<file path="src/vipc_map.svh">
`ifndef VIPC_MAP_SVH
`define VIPC_MAP_SVH
// Function
// - User vector number equals request number plus eight, up to request 71.
// - Primary entries two bytes apart; alternate entry sits 0x100 higher.
// - Eight trap vectors from 0x000004 (alternate 0x000104), five named sources.
// - Thirty-four registers: two control, five flag, five enable, eighteen priority, one pending, status, core control, trap request.
// - Control A holds nesting disable; trap status flags sit in the trap request word.
// - Control B holds the alternate table select in bit 15.
// - Request flags set by hardware, cleared only by software write.
// - Each user source has its own independent enable bit.
// - Each user source gets a 3-bit priority, eight levels.
// - Pending register latches 7-bit vector number and 4-bit level.
// - Latched level equals priority of a pending user source, 15 for a trap.
// - Flag, enable and priority positions follow request number order.
// - Ties resolve by natural order, request 0 first.
// - Status word bits 7:5 show and set the CPU level field.
// - Level top bit in core control word is read-only to software.
// - Level is top bit joined with field; 7 or top bit masks users.
// - Level field read-only while nesting is disabled.
// - Alternate select bit 15 moves every vector fetch to alternate table.
// - Nesting disable blocks taking an interrupt while one is in service.

// ----------------------------------------
// Register byte offsets
// ----------------------------------------
`define VIPC_OFF_CTRL_A    12'h000
`define VIPC_OFF_CTRL_B    12'h004
`define VIPC_OFF_FLAG0     12'h008
`define VIPC_OFF_EN0       12'h01c
`define VIPC_OFF_PRIO0     12'h030
`define VIPC_OFF_PENDING   12'h078
`define VIPC_OFF_STATUS    12'h07c
`define VIPC_OFF_CORECTL   12'h080
`define VIPC_OFF_TRAPREQ   12'h084

// ----------------------------------------
// Fields and vector layout
// ----------------------------------------
`define VIPC_NEST_DIS_BIT  15
`define VIPC_ALT_SEL_BIT   15
`define VIPC_LVL_LSB       5
`define VIPC_TOP_BIT       3
`define VIPC_VEC_OFFSET    7'h08
`define VIPC_TRAP_BASE     24'h000004
`define VIPC_ALT_DELTA     24'h000100
`define VIPC_CTRL_A_MASK   16'hfffe
`define VIPC_RESET_WORD    16'h0000
`endif

</file>
<file path="src/vipc_pkg.sv">
package vipc_pkg;
    typedef logic [3:0] vipc_level_t;
    typedef logic [6:0] vipc_vec_t;
    typedef enum logic [1:0] {VIPC_IDLE, VIPC_PRESENT, VIPC_SERVICE} vipc_state_t;
endpackage

</file>
<file path="src/vipc_arbiter.sv">
`timescale 1ns/10ps
`default_nettype none
// ----------------------------------------
// Priority pick among user sources
// ----------------------------------------
module vipc_arbiter #(
    parameter int N = 72
) (
    input  wire logic [N-1:0]   i_req,
    input  wire logic [3*N-1:0] i_prio,
    input  wire vipc_pkg::vipc_level_t i_cpu_level,
    output logic                o_valid,
    output logic [6:0]          o_idx,
    output logic [2:0]          o_prio
);
    import vipc_pkg::*;
    // Scan from top so lowest request wins ties
    always_comb begin
        o_valid = 1'b0;
        o_idx   = 7'h00;
        o_prio  = 3'h0;
        for (int k = N - 1; k >= 0; k--) begin
            if (i_req[k] && ({1'b0, i_prio[3*k +: 3]} > i_cpu_level) &&
                (!o_valid || i_prio[3*k +: 3] >= o_prio)) begin
                o_valid = 1'b1;
                o_idx   = 7'(k);
                o_prio  = i_prio[3*k +: 3];
            end
        end
    end
endmodule
`default_nettype wire

</file>
<file path="src/vipc_addr.sv">
`timescale 1ns/10ps
`default_nettype none
`include "vipc_map.svh"
// ----------------------------------------
// Vector number to table address
// ----------------------------------------
module vipc_addr (
    input  wire logic [6:0] i_vec,
    input  wire logic       i_alt,
    output logic [23:0]     o_addr
);
    // Two bytes per entry; alternate table above primary
    always_comb begin
        o_addr = `VIPC_TRAP_BASE + {16'h0000, i_vec, 1'b0};
        if (i_alt) begin
            o_addr = o_addr + `VIPC_ALT_DELTA;
        end
    end
endmodule
`default_nettype wire

</file>
<file path="src/vipc_top.sv">
`timescale 1ns/10ps
`default_nettype none
`include "vipc_map.svh"
module vipc_top #(
    parameter int N_SRC = 72
) (
    input  wire logic        I_CLK,
    input  wire logic        I_RST_B,
    input  wire logic        i_psel,
    input  wire logic        i_penable,
    input  wire logic        i_pwrite,
    input  wire logic [11:0] i_paddr,
    input  wire logic [31:0] i_pwdata,
    output logic [31:0]      o_prdata,
    output logic             o_pready,
    output logic             o_pslverr,
    input  wire logic [71:0] i_src_event,
    input  wire logic [7:0]  i_trap_event,
    input  wire logic        i_irq_ack,
    input  wire logic        i_irq_return,
    output logic             o_irq_req,
    output logic [6:0]       o_vec_num,
    output logic [23:0]      o_vec_addr,
    output vipc_pkg::vipc_level_t o_cpu_level
);
    import vipc_pkg::*;

    // ----------------------------------------
    // Storage
    // ----------------------------------------
    logic [15:0]       ctrl_a;
    logic [15:0]       ctrl_b;
    logic [79:0]       flags;
    logic [79:0]       enables;
    logic [287:0]      prios;
    logic [2:0]        lvl_field;
    logic              lvl_top;
    logic [7:0]        trap_pend;
    vipc_vec_t         pend_vec;
    vipc_level_t       pend_lvl;
    vipc_state_t       state;
    logic              arb_valid;
    logic [6:0]        arb_idx;
    logic [2:0]        arb_prio;
    logic [6:0]        sel_vec;
    logic              trap_any;
    logic [2:0]        trap_idx;
    logic              wr;
    logic              hit;
    logic [4:0]        word;
    vipc_level_t       cpu_level;
    logic [N_SRC-1:0]  active;
    logic [3*N_SRC-1:0] prio_flat;

    assign wr = i_psel && i_penable && i_pwrite;
    assign word = i_paddr[6:2];
    assign o_pready = 1'b1;
    assign cpu_level = {lvl_top, lvl_field};
    assign o_cpu_level = cpu_level;
    assign active = flags[N_SRC-1:0] & enables[N_SRC-1:0];

    // Unpack priority words: four sources per word, one 3-bit field per nibble
    always_comb begin
        prio_flat = '0;
        for (int s = 0; s < N_SRC; s++) begin
            prio_flat[3*s +: 3] = prios[16*(s/4) + 4*(s%4) +: 3];
        end
    end

    // Address in a banked range
    function automatic logic in_range(input logic [11:0] a, input logic [11:0] base,
                                      input int cnt);
        in_range = (a >= base) && (a < base + 12'(cnt * 4));
    endfunction

    // ----------------------------------------
    // Arbitration and vector address
    // ----------------------------------------
    vipc_arbiter #(.N(N_SRC)) u_arb (
        .i_req       (active),
        .i_prio      (prio_flat),
        .i_cpu_level (cpu_level),
        .o_valid     (arb_valid),
        .o_idx       (arb_idx),
        .o_prio      (arb_prio)
    );

    // Lowest pending trap number wins; traps ignore level masking
    always_comb begin
        trap_any = 1'b0;
        trap_idx = 3'h0;
        for (int t = 7; t >= 0; t--) begin
            if (trap_pend[t]) begin
                trap_any = 1'b1;
                trap_idx = 3'(t);
            end
        end
    end

    assign sel_vec = trap_any ? {4'h0, trap_idx} : arb_idx + `VIPC_VEC_OFFSET;

    vipc_addr u_addr (
        .i_vec  (pend_vec),
        .i_alt  (ctrl_b[`VIPC_ALT_SEL_BIT]),
        .o_addr (o_vec_addr)
    );

    // ----------------------------------------
    // Presentation state machine
    // ----------------------------------------
    // Hold the latched vector steady until the core acknowledges
    always_ff @(posedge I_CLK) begin
        if (!I_RST_B) begin
            state    <= VIPC_IDLE;
            pend_vec <= 7'h00;
            pend_lvl <= 4'h0;
        end else begin
            case (state)
                VIPC_IDLE: begin
                    if (trap_any) begin
                        state    <= VIPC_PRESENT;
                        pend_vec <= sel_vec;
                        pend_lvl <= 4'hf;
                    end else if (arb_valid && !lvl_top) begin
                        state    <= VIPC_PRESENT;
                        pend_vec <= sel_vec;
                        pend_lvl <= {1'b0, arb_prio};
                    end
                end
                VIPC_PRESENT: begin
                    if (i_irq_ack) begin
                        state <= VIPC_SERVICE;
                    end
                end
                VIPC_SERVICE: begin
                    if (i_irq_return) begin
                        state <= VIPC_IDLE;
                    end else if (!ctrl_a[`VIPC_NEST_DIS_BIT] && arb_valid
                                 && !lvl_top) begin
                        state    <= VIPC_PRESENT;
                        pend_vec <= sel_vec;
                        pend_lvl <= {1'b0, arb_prio};
                    end
                end
                default: state <= VIPC_IDLE;
            endcase
        end
    end

    assign o_irq_req = (state == VIPC_PRESENT);
    assign o_vec_num = pend_vec;

    // ----------------------------------------
    // CPU level: core raises it on ack, software writes field
    // ----------------------------------------
    always_ff @(posedge I_CLK) begin
        if (!I_RST_B) begin
            lvl_field <= 3'h0;
            lvl_top   <= 1'b0;
        end else if (state == VIPC_PRESENT && i_irq_ack) begin
            lvl_field <= pend_lvl[2:0];
            lvl_top   <= pend_lvl[3];
        end else if (state == VIPC_SERVICE && i_irq_return) begin
            lvl_field <= 3'h0;
            lvl_top   <= 1'b0;
        end else if (wr && i_paddr == `VIPC_OFF_STATUS
                     && !ctrl_a[`VIPC_NEST_DIS_BIT]) begin
            lvl_field <= i_pwdata[`VIPC_LVL_LSB +: 3];
        end
        // Top bit has no software write path
    end

    // ----------------------------------------
    // Request flags: set wins over software clear
    // ----------------------------------------
    always_ff @(posedge I_CLK) begin
        if (!I_RST_B) begin
            flags <= 80'h0;
        end else begin
            for (int r = 0; r < 5; r++) begin
                if (wr && i_paddr == `VIPC_OFF_FLAG0 + 12'(r * 4)) begin
                    flags[16*r +: 16] <= i_pwdata[15:0] & flags[16*r +: 16];
                end
            end
            for (int s = 0; s < N_SRC; s++) begin
                if (i_src_event[s]) begin
                    flags[s] <= 1'b1;
                end
            end
        end
    end

    // Trap status: hardware sets, cleared when the core takes the trap vector
    always_ff @(posedge I_CLK) begin
        if (!I_RST_B) begin
            trap_pend <= 8'h00;
        end else begin
            if (state == VIPC_PRESENT && i_irq_ack && pend_lvl == 4'hf) begin
                trap_pend[pend_vec[2:0]] <= 1'b0;
            end
            for (int t = 1; t < 6; t++) begin
                if (i_trap_event[t]) begin
                    trap_pend[t] <= 1'b1;
                end
            end
        end
    end

    // ----------------------------------------
    // Control, enable and priority writes
    // ----------------------------------------
    always_ff @(posedge I_CLK) begin
        if (!I_RST_B) begin
            ctrl_a  <= `VIPC_RESET_WORD;
            ctrl_b  <= `VIPC_RESET_WORD;
            enables <= 80'h0;
            prios   <= 288'h0;
        end else if (wr) begin
            if (i_paddr == `VIPC_OFF_CTRL_A) begin
                ctrl_a <= i_pwdata[15:0] & `VIPC_CTRL_A_MASK;
            end
            if (i_paddr == `VIPC_OFF_CTRL_B) begin
                ctrl_b <= i_pwdata[15:0];
            end
            for (int r = 0; r < 5; r++) begin
                if (i_paddr == `VIPC_OFF_EN0 + 12'(r * 4)) begin
                    enables[16*r +: 16] <= i_pwdata[15:0];
                end
            end
            for (int r = 0; r < 18; r++) begin
                if (i_paddr == `VIPC_OFF_PRIO0 + 12'(r * 4)) begin
                    prios[16*r +: 16] <= i_pwdata[15:0];
                end
            end
        end
    end

    // ----------------------------------------
    // APB read mux, zero wait, error on unmapped
    // ----------------------------------------
    always_comb begin
        hit = 1'b1;
        o_prdata = 32'h0;
        if (in_range(i_paddr, `VIPC_OFF_FLAG0, 5)) begin
            o_prdata = {16'h0, flags[16*(word - 5'd2) +: 16]};
        end else if (in_range(i_paddr, `VIPC_OFF_EN0, 5)) begin
            o_prdata = {16'h0, enables[16*(word - 5'd7) +: 16]};
        end else if (in_range(i_paddr, `VIPC_OFF_PRIO0, 18)) begin
            o_prdata = {16'h0, prios[16*(word - 5'd12) +: 16]};
        end else begin
            case (i_paddr)
                `VIPC_OFF_CTRL_A:  o_prdata = {16'h0, ctrl_a};
                `VIPC_OFF_CTRL_B:  o_prdata = {16'h0, ctrl_b};
                `VIPC_OFF_PENDING: o_prdata = {20'h0, pend_lvl, 1'b0, pend_vec};
                `VIPC_OFF_STATUS:  o_prdata = {24'h0, lvl_field, 5'h00};
                `VIPC_OFF_CORECTL: o_prdata = {28'h0, lvl_top, 3'h0};
                `VIPC_OFF_TRAPREQ: o_prdata = {24'h0, trap_pend};
                default:           hit = 1'b0;
            endcase
        end
        if (i_paddr[1:0] != 2'b00) begin
            hit      = 1'b0;
            o_prdata = 32'h0;
        end
    end
    assign o_pslverr = i_psel && i_penable && !hit;

    // ----------------------------------------
    // Checks
    // ----------------------------------------
    property p_vec_user;
        @(posedge I_CLK) disable iff (!I_RST_B)
        (state == VIPC_IDLE && !trap_any && arb_valid && !lvl_top)
            |=> (pend_vec == $past(arb_idx) + 7'h08);
    endproperty
    a_vec_user: assert property (p_vec_user) else $error("vector offset wrong");

    property p_lvl_match;
        @(posedge I_CLK) disable iff (!I_RST_B)
        (state == VIPC_IDLE && !trap_any && arb_valid && !lvl_top)
            |=> (pend_lvl == {1'b0, $past(arb_prio)});
    endproperty
    a_lvl_match: assert property (p_lvl_match) else $error("pending level wrong");

    property p_above;
        @(posedge I_CLK) disable iff (!I_RST_B)
        arb_valid |-> ({1'b0, arb_prio} > cpu_level);
    endproperty
    a_above: assert property (p_above) else $error("source not above level");

    property p_flag_sticky;
        @(posedge I_CLK) disable iff (!I_RST_B)
        i_src_event[0] |=> flags[0];
    endproperty
    a_flag_sticky: assert property (p_flag_sticky) else $error("flag lost");

    property p_field_lock;
        @(posedge I_CLK) disable iff (!I_RST_B)
        (ctrl_a[`VIPC_NEST_DIS_BIT] && state != VIPC_PRESENT && !i_irq_return)
            |=> $stable(lvl_field);
    endproperty
    a_field_lock: assert property (p_field_lock) else $error("field changed");

    property p_alt;
        @(posedge I_CLK) disable iff (!I_RST_B)
        ctrl_b[`VIPC_ALT_SEL_BIT] |-> o_vec_addr[8];
    endproperty
    a_alt: assert property (p_alt) else $error("alternate table unused");

    property p_no_nest;
        @(posedge I_CLK) disable iff (!I_RST_B)
        (state == VIPC_SERVICE && ctrl_a[`VIPC_NEST_DIS_BIT] && !i_irq_return)
            |=> state == VIPC_SERVICE;
    endproperty
    a_no_nest: assert property (p_no_nest) else $error("nested while disabled");

    property p_top_mask;
        @(posedge I_CLK) disable iff (!I_RST_B)
        (lvl_top && state == VIPC_SERVICE && !i_irq_return) |=> !o_irq_req;
    endproperty
    a_top_mask: assert property (p_top_mask) else $error("user irq above top");
endmodule
`default_nettype wire

</file>
<file path="config.mk">
export PLATFORM = sky130hd
export DESIGN_NAME = vipc_top
export DESIGN_NICKNAME = d
export VERILOG_FILES = /design/src/vipc_pkg.sv /design/src/vipc_arbiter.sv /design/src/vipc_addr.sv /design/src/vipc_top.sv
export VERILOG_INCLUDE_DIRS = /design/src
export SDC_FILE = /design/constraint.sdc
export NUM_CORES = 2
export LEC_CHECK = 0
export BUFFER_PORTS_ARGS = -buffer_cell sky130_fd_sc_hd__buf_2
export CAP_MARGIN = 10
export CORE_MARGIN = 2
export CORE_UTILIZATION = 55
export CTS_CLUSTER_SIZE = 16
export DETAILED_ROUTE_END_ITERATION = 7
export PLACE_DENSITY = 0.75
export SYNTH_ARGS = -nofsm -noshare
export SYNTH_HDL_FRONTEND = slang
export SYNTH_HIERARCHICAL = 1
export SYNTH_SLANG_ARGS = --single-unit
export TNS_END_PERCENT = 10
</file>
<file path="constraint.sdc">
create_clock -name I_CLK -period 187.3 [get_ports I_CLK]
set_input_delay 56.19 -clock I_CLK [delete_from_list [all_inputs] [get_ports I_CLK]]
set_output_delay 56.19 -clock I_CLK [all_outputs]
set_load 0.02 [all_outputs]
</file>
==> results.py <==
metrics = {
    "cts": {
        "cts_tree": "done",
        "clk_latency_ns": 0.65,
        "cts_root_buffer": "clkbuf_16",
        "cts_hold_buf": 0,
        "cts_setup_buffers": 0,
        "ctsLongestPathBuffers": 3,
        "cts_htree_levels": 2,
        "post_cts.resized_instances": 0,
        "clkSinkCount": 504,
        "cts.clk_slew.worst_paths_ns": 0.06,
        "tritoncts.num_buffers": 52,
    },
    "critical_path": {
        "critical_path.endpoint_type": "output port",
        "path_common_cell": "buf_2",
        "r2r_cells": 494,
        "crit_cells": 11,
        "worst-setup-path-type": "in -> out",
        "timing.critical_path.slowest_cell_delay_ns": 0.67,
        "cp_data_required_time_ns": 131.11,
        "cp_max_fo": 22,
        "crit_chain": "buf_2, buf_4, inv_1, ha_1, or4b_1, o22ai_1, o221ai_2, nand2b_1, nor3_1, o311a_1, buf_2",
        "cp_slowest_cell": "inv_1",
        "critPathArrivalTime_ns": 60.31,
        "worst_r2r_endpoint": "o_vec_num[6]",
        "cp_num_buf_inv": 4,
        "ff2ff_setup_slack_ns": 73.85,
        "r2r-start": "lvl_field[1]",
        "critPathLaunchType": "input port",
        "cpLargestDelayFamily": "simple AND/OR/NAND/NOR gates",
    },
    "layout": {
        "stdcell_count": 6169,
        "flow.area_growth_from_synthesis_pct": 7.23,
        "finish.utilization": 0.595,
        "fraction_of_final_layout_cells_with_drive_strength_greater_than_1": 0.108,
        "nFillCells": 6651,
        "final_area_sq_um": 44300,
        "design.final.nets": 5657,
    },
    "timing": {
        "fin_skew_ns": 0.0703,
        "worst_pin_slew_ns": 1.32,
        "timing.slew.headroom": 0.114,
        "rsz0062_at_grt": "false",
        "final-hold-violation-count": 0,
        "final-max-slew-violation-count": 0,
        "finalCriticalPeriod_ns": 116.50,
        "layout_worst_path_cycle_share": 0.622,
        "fmax_mhz": 8.58,
        "setup_total_negative_slack_ns": 0,
        "setup-violations-final": 0,
    },
    "global_routing": {
        "grt_start_max_net_pins": 164,
        "overflow": 0,
        "first_global_vias": 38000,
        "grtUsageTotal": 0.391,
        "grt_first_pass_wirelength_microns": 233000,
        "initial_antenna_violation_count": 13,
    },
    "die": {
        "dieWidth_microns": 278,
        "fp.dieH_microns": 278,
        "coreArea_sq_um": 74400,
        "fp-row-count": 100,
        "floorplan.die_area_sq_um": 77300,
        "floorplan.initialDensity": 0.555,
        "pin_count": 201,
    },
    "route": {
        "postRouteAntennaNets": 0,
        "met1Wirelength_microns": 60500,
        "routed_via_count_divided_by_cell_count": 6.82,
        "via_count": 42100,
        "top_layer": "met5",
        "route.met3.wl_microns": 20700,
        "drt-wirelength-per-cell_microns": 25.6,
        "initialDrtViolationCount": 5899,
        "post-route-drc-count": 1,
        "number_of_detailed_route_iterations_in_the_first_pass": 8,
        "routed-wl-met2_microns": 64100,
        "final_wirelength_microns": 158000,
    },
    "min_path": {
        "timing.hold.worst.class": "reg -> reg",
        "min-delay-start": "flags[73]",
        "holdPathEnd": "flags[73]",
        "worst_hold_path.num_cells": 1,
    },
    "placement": {
        "dp.cells": 6059,
        "numPortBuffers": 149,
        "dpl_cell_area_sq_um": 42300,
        "hpwl_microns": 115000,
        "gp_congestion": 1.05,
    },
    "run_status": {
        "violations": "design-rule violations",
        "status": "finished with violations",
    },
    "yosys": {
        "yosys_warnings": 6,
        "synth-edff-count": 0,
        "synthFlopType": "dfxtp_1",
        "async_reset_ff_frac": 0,
        "summed_instance_area_of_the_synthesized_netlist_sq_um": 41300,
        "syn_inst": 5172,
        "yosys_reg_bits": 504,
        "synth_cell_types": 131,
        "syn_area_per_cell_sq_um": 7.98,
        "synth.yosys.seq_area_share": 0.244,
    },
    "pwr": {
        "maximum_vdd_ir_drop_mv": 0.00761,
        "p_per_area_nw_per_um2": 5.99,
        "finalPower_uw": 265,
        "cellLeakagePower_nw": 16.7,
    },
    "run": {
        "cap_violations": 0,
    },
}
==> per-layer routing <==
| metal | global-route usage | up-vias |
|---|---|---|
| li1 | - | 18800 |
| met3 | 0.112 | 616 |
| met1 | 0.506 | 19900 |
| met4 | 0.253 | 8 |
| met5 | 0 | - |
| met2 | 0.567 | 2758 |
==> worst max path at each step <==
stage                            start      endpoint  slack [ns]
after floorplan             i_paddr[4]  o_prdata[11]       72.28
after global placement      i_paddr[4]  o_prdata[13]       71.11
after detailed placement    i_paddr[3]   o_prdata[5]       71.10
after CTS                   i_paddr[4]  o_prdata[13]       71.09
after global routing      lvl_field[1]  o_vec_num[5]       65.46
final                       i_paddr[4]  o_prdata[13]       70.80
==> cells in the mapped netlist (40+ instances only) <==
cell / count / area share
o21ai_0: 259 / 0.031
dfxtp_1: 504 / 0.24
buf_4: 49 / 0.0089
buf_2: 49 / 0.0059
clkbuf_1: 190 / 0.017
and2_1: 118 / 0.018
nand2b_1: 100 / 0.015
nor2b_1: 123 / 0.019
a31oi_1: 58 / 0.0088
nor2_1: 211 / 0.019
o22ai_1: 40 / 0.0061
mux4_2: 75 / 0.041
nand2_1: 854 / 0.078
a211oi_1: 41 / 0.0075
o211ai_1: 40 / 0.0073
ha_1: 381 / 0.12
mux2i_1: 61 / 0.015
a21o_1: 43 / 0.0078
nand3_1: 171 / 0.021
nor3_1: 86 / 0.010
inv_1: 183 / 0.017
a21boi_0: 265 / 0.048
mux2_2: 55 / 0.015
a21oi_1: 290 / 0.035
o21a_1: 245 / 0.045
==> per-stage QoR <==
stage | setup WS, ns | hold slack (ns)
after floorplan | 72.28 | 0.429
after global placement | 71.11 | 0.433
after detailed placement | 71.10 | 0.440
after CTS | 71.09 | 0.448
after global routing | 65.46 | 0.454
final | 70.80 | 0.447
==> final cells by class <==
type | instances | area [sq um] | area share
diodes | 12 | 30.0 | 0.000678
clock inverters | 32 | 479 | 0.0108
multi-input cells | 4212 | 29200 | 0.660
inverters | 185 | 699 | 0.0158
flip-flops and latches | 504 | 10100 | 0.228
well taps | 969 | 1210 | 0.0274
clock buffers | 65 | 1460 | 0.0330
repair buffers | 190 | 1080 | 0.0243
==> cells in the final DEF (no fill, tap or decap), types with 171 or more instances in the layout <==
cell type    n
a21boi_0   265
nor2_1     210
inv_1      180
o21ai_0    259
a21oi_1    290
nand2_1    852
nand3_1    171
ha_1       381
o21a_1     245
dfxtp_1    503
==> cell families (layout without fill, tap and decap cells) <==
group,count (synthesis),count (layout),synth area share
AND/OR/NAND/NOR,1895,1895,0.223
AO/OA/AOI/OAI,1688,1688,0.289
flip-flops,504,504,0.244
buffers and inverters,485,472,0.0510
adder cells (fa/ha/maj),393,393,0.118
multiplexers,192,192,0.0710
XOR/XNOR,12,12,0.00273
other,3,44,0.000273
==> flip-flops by register name, indices dropped and copies added, names as in the netlist <==
register,cells
pend_lvl,4
o_vec_num,7
flags,80
state,2
ctrl_a,15
prios,288
lvl_field,3
enables,80
ctrl_b,16
trap_pend,8
lvl_top,1
==> report_power, final <==
group | leakage (nW) | internal (mW) | switching, mW
registers | 4.09 | 0.109 | 0.00275
clock network | 0.930 | 0.0685 | 0.0496
logic | 11.7 | 0.0131 | 0.0225
Note: power is estimated with default switching activity, not from simulation.
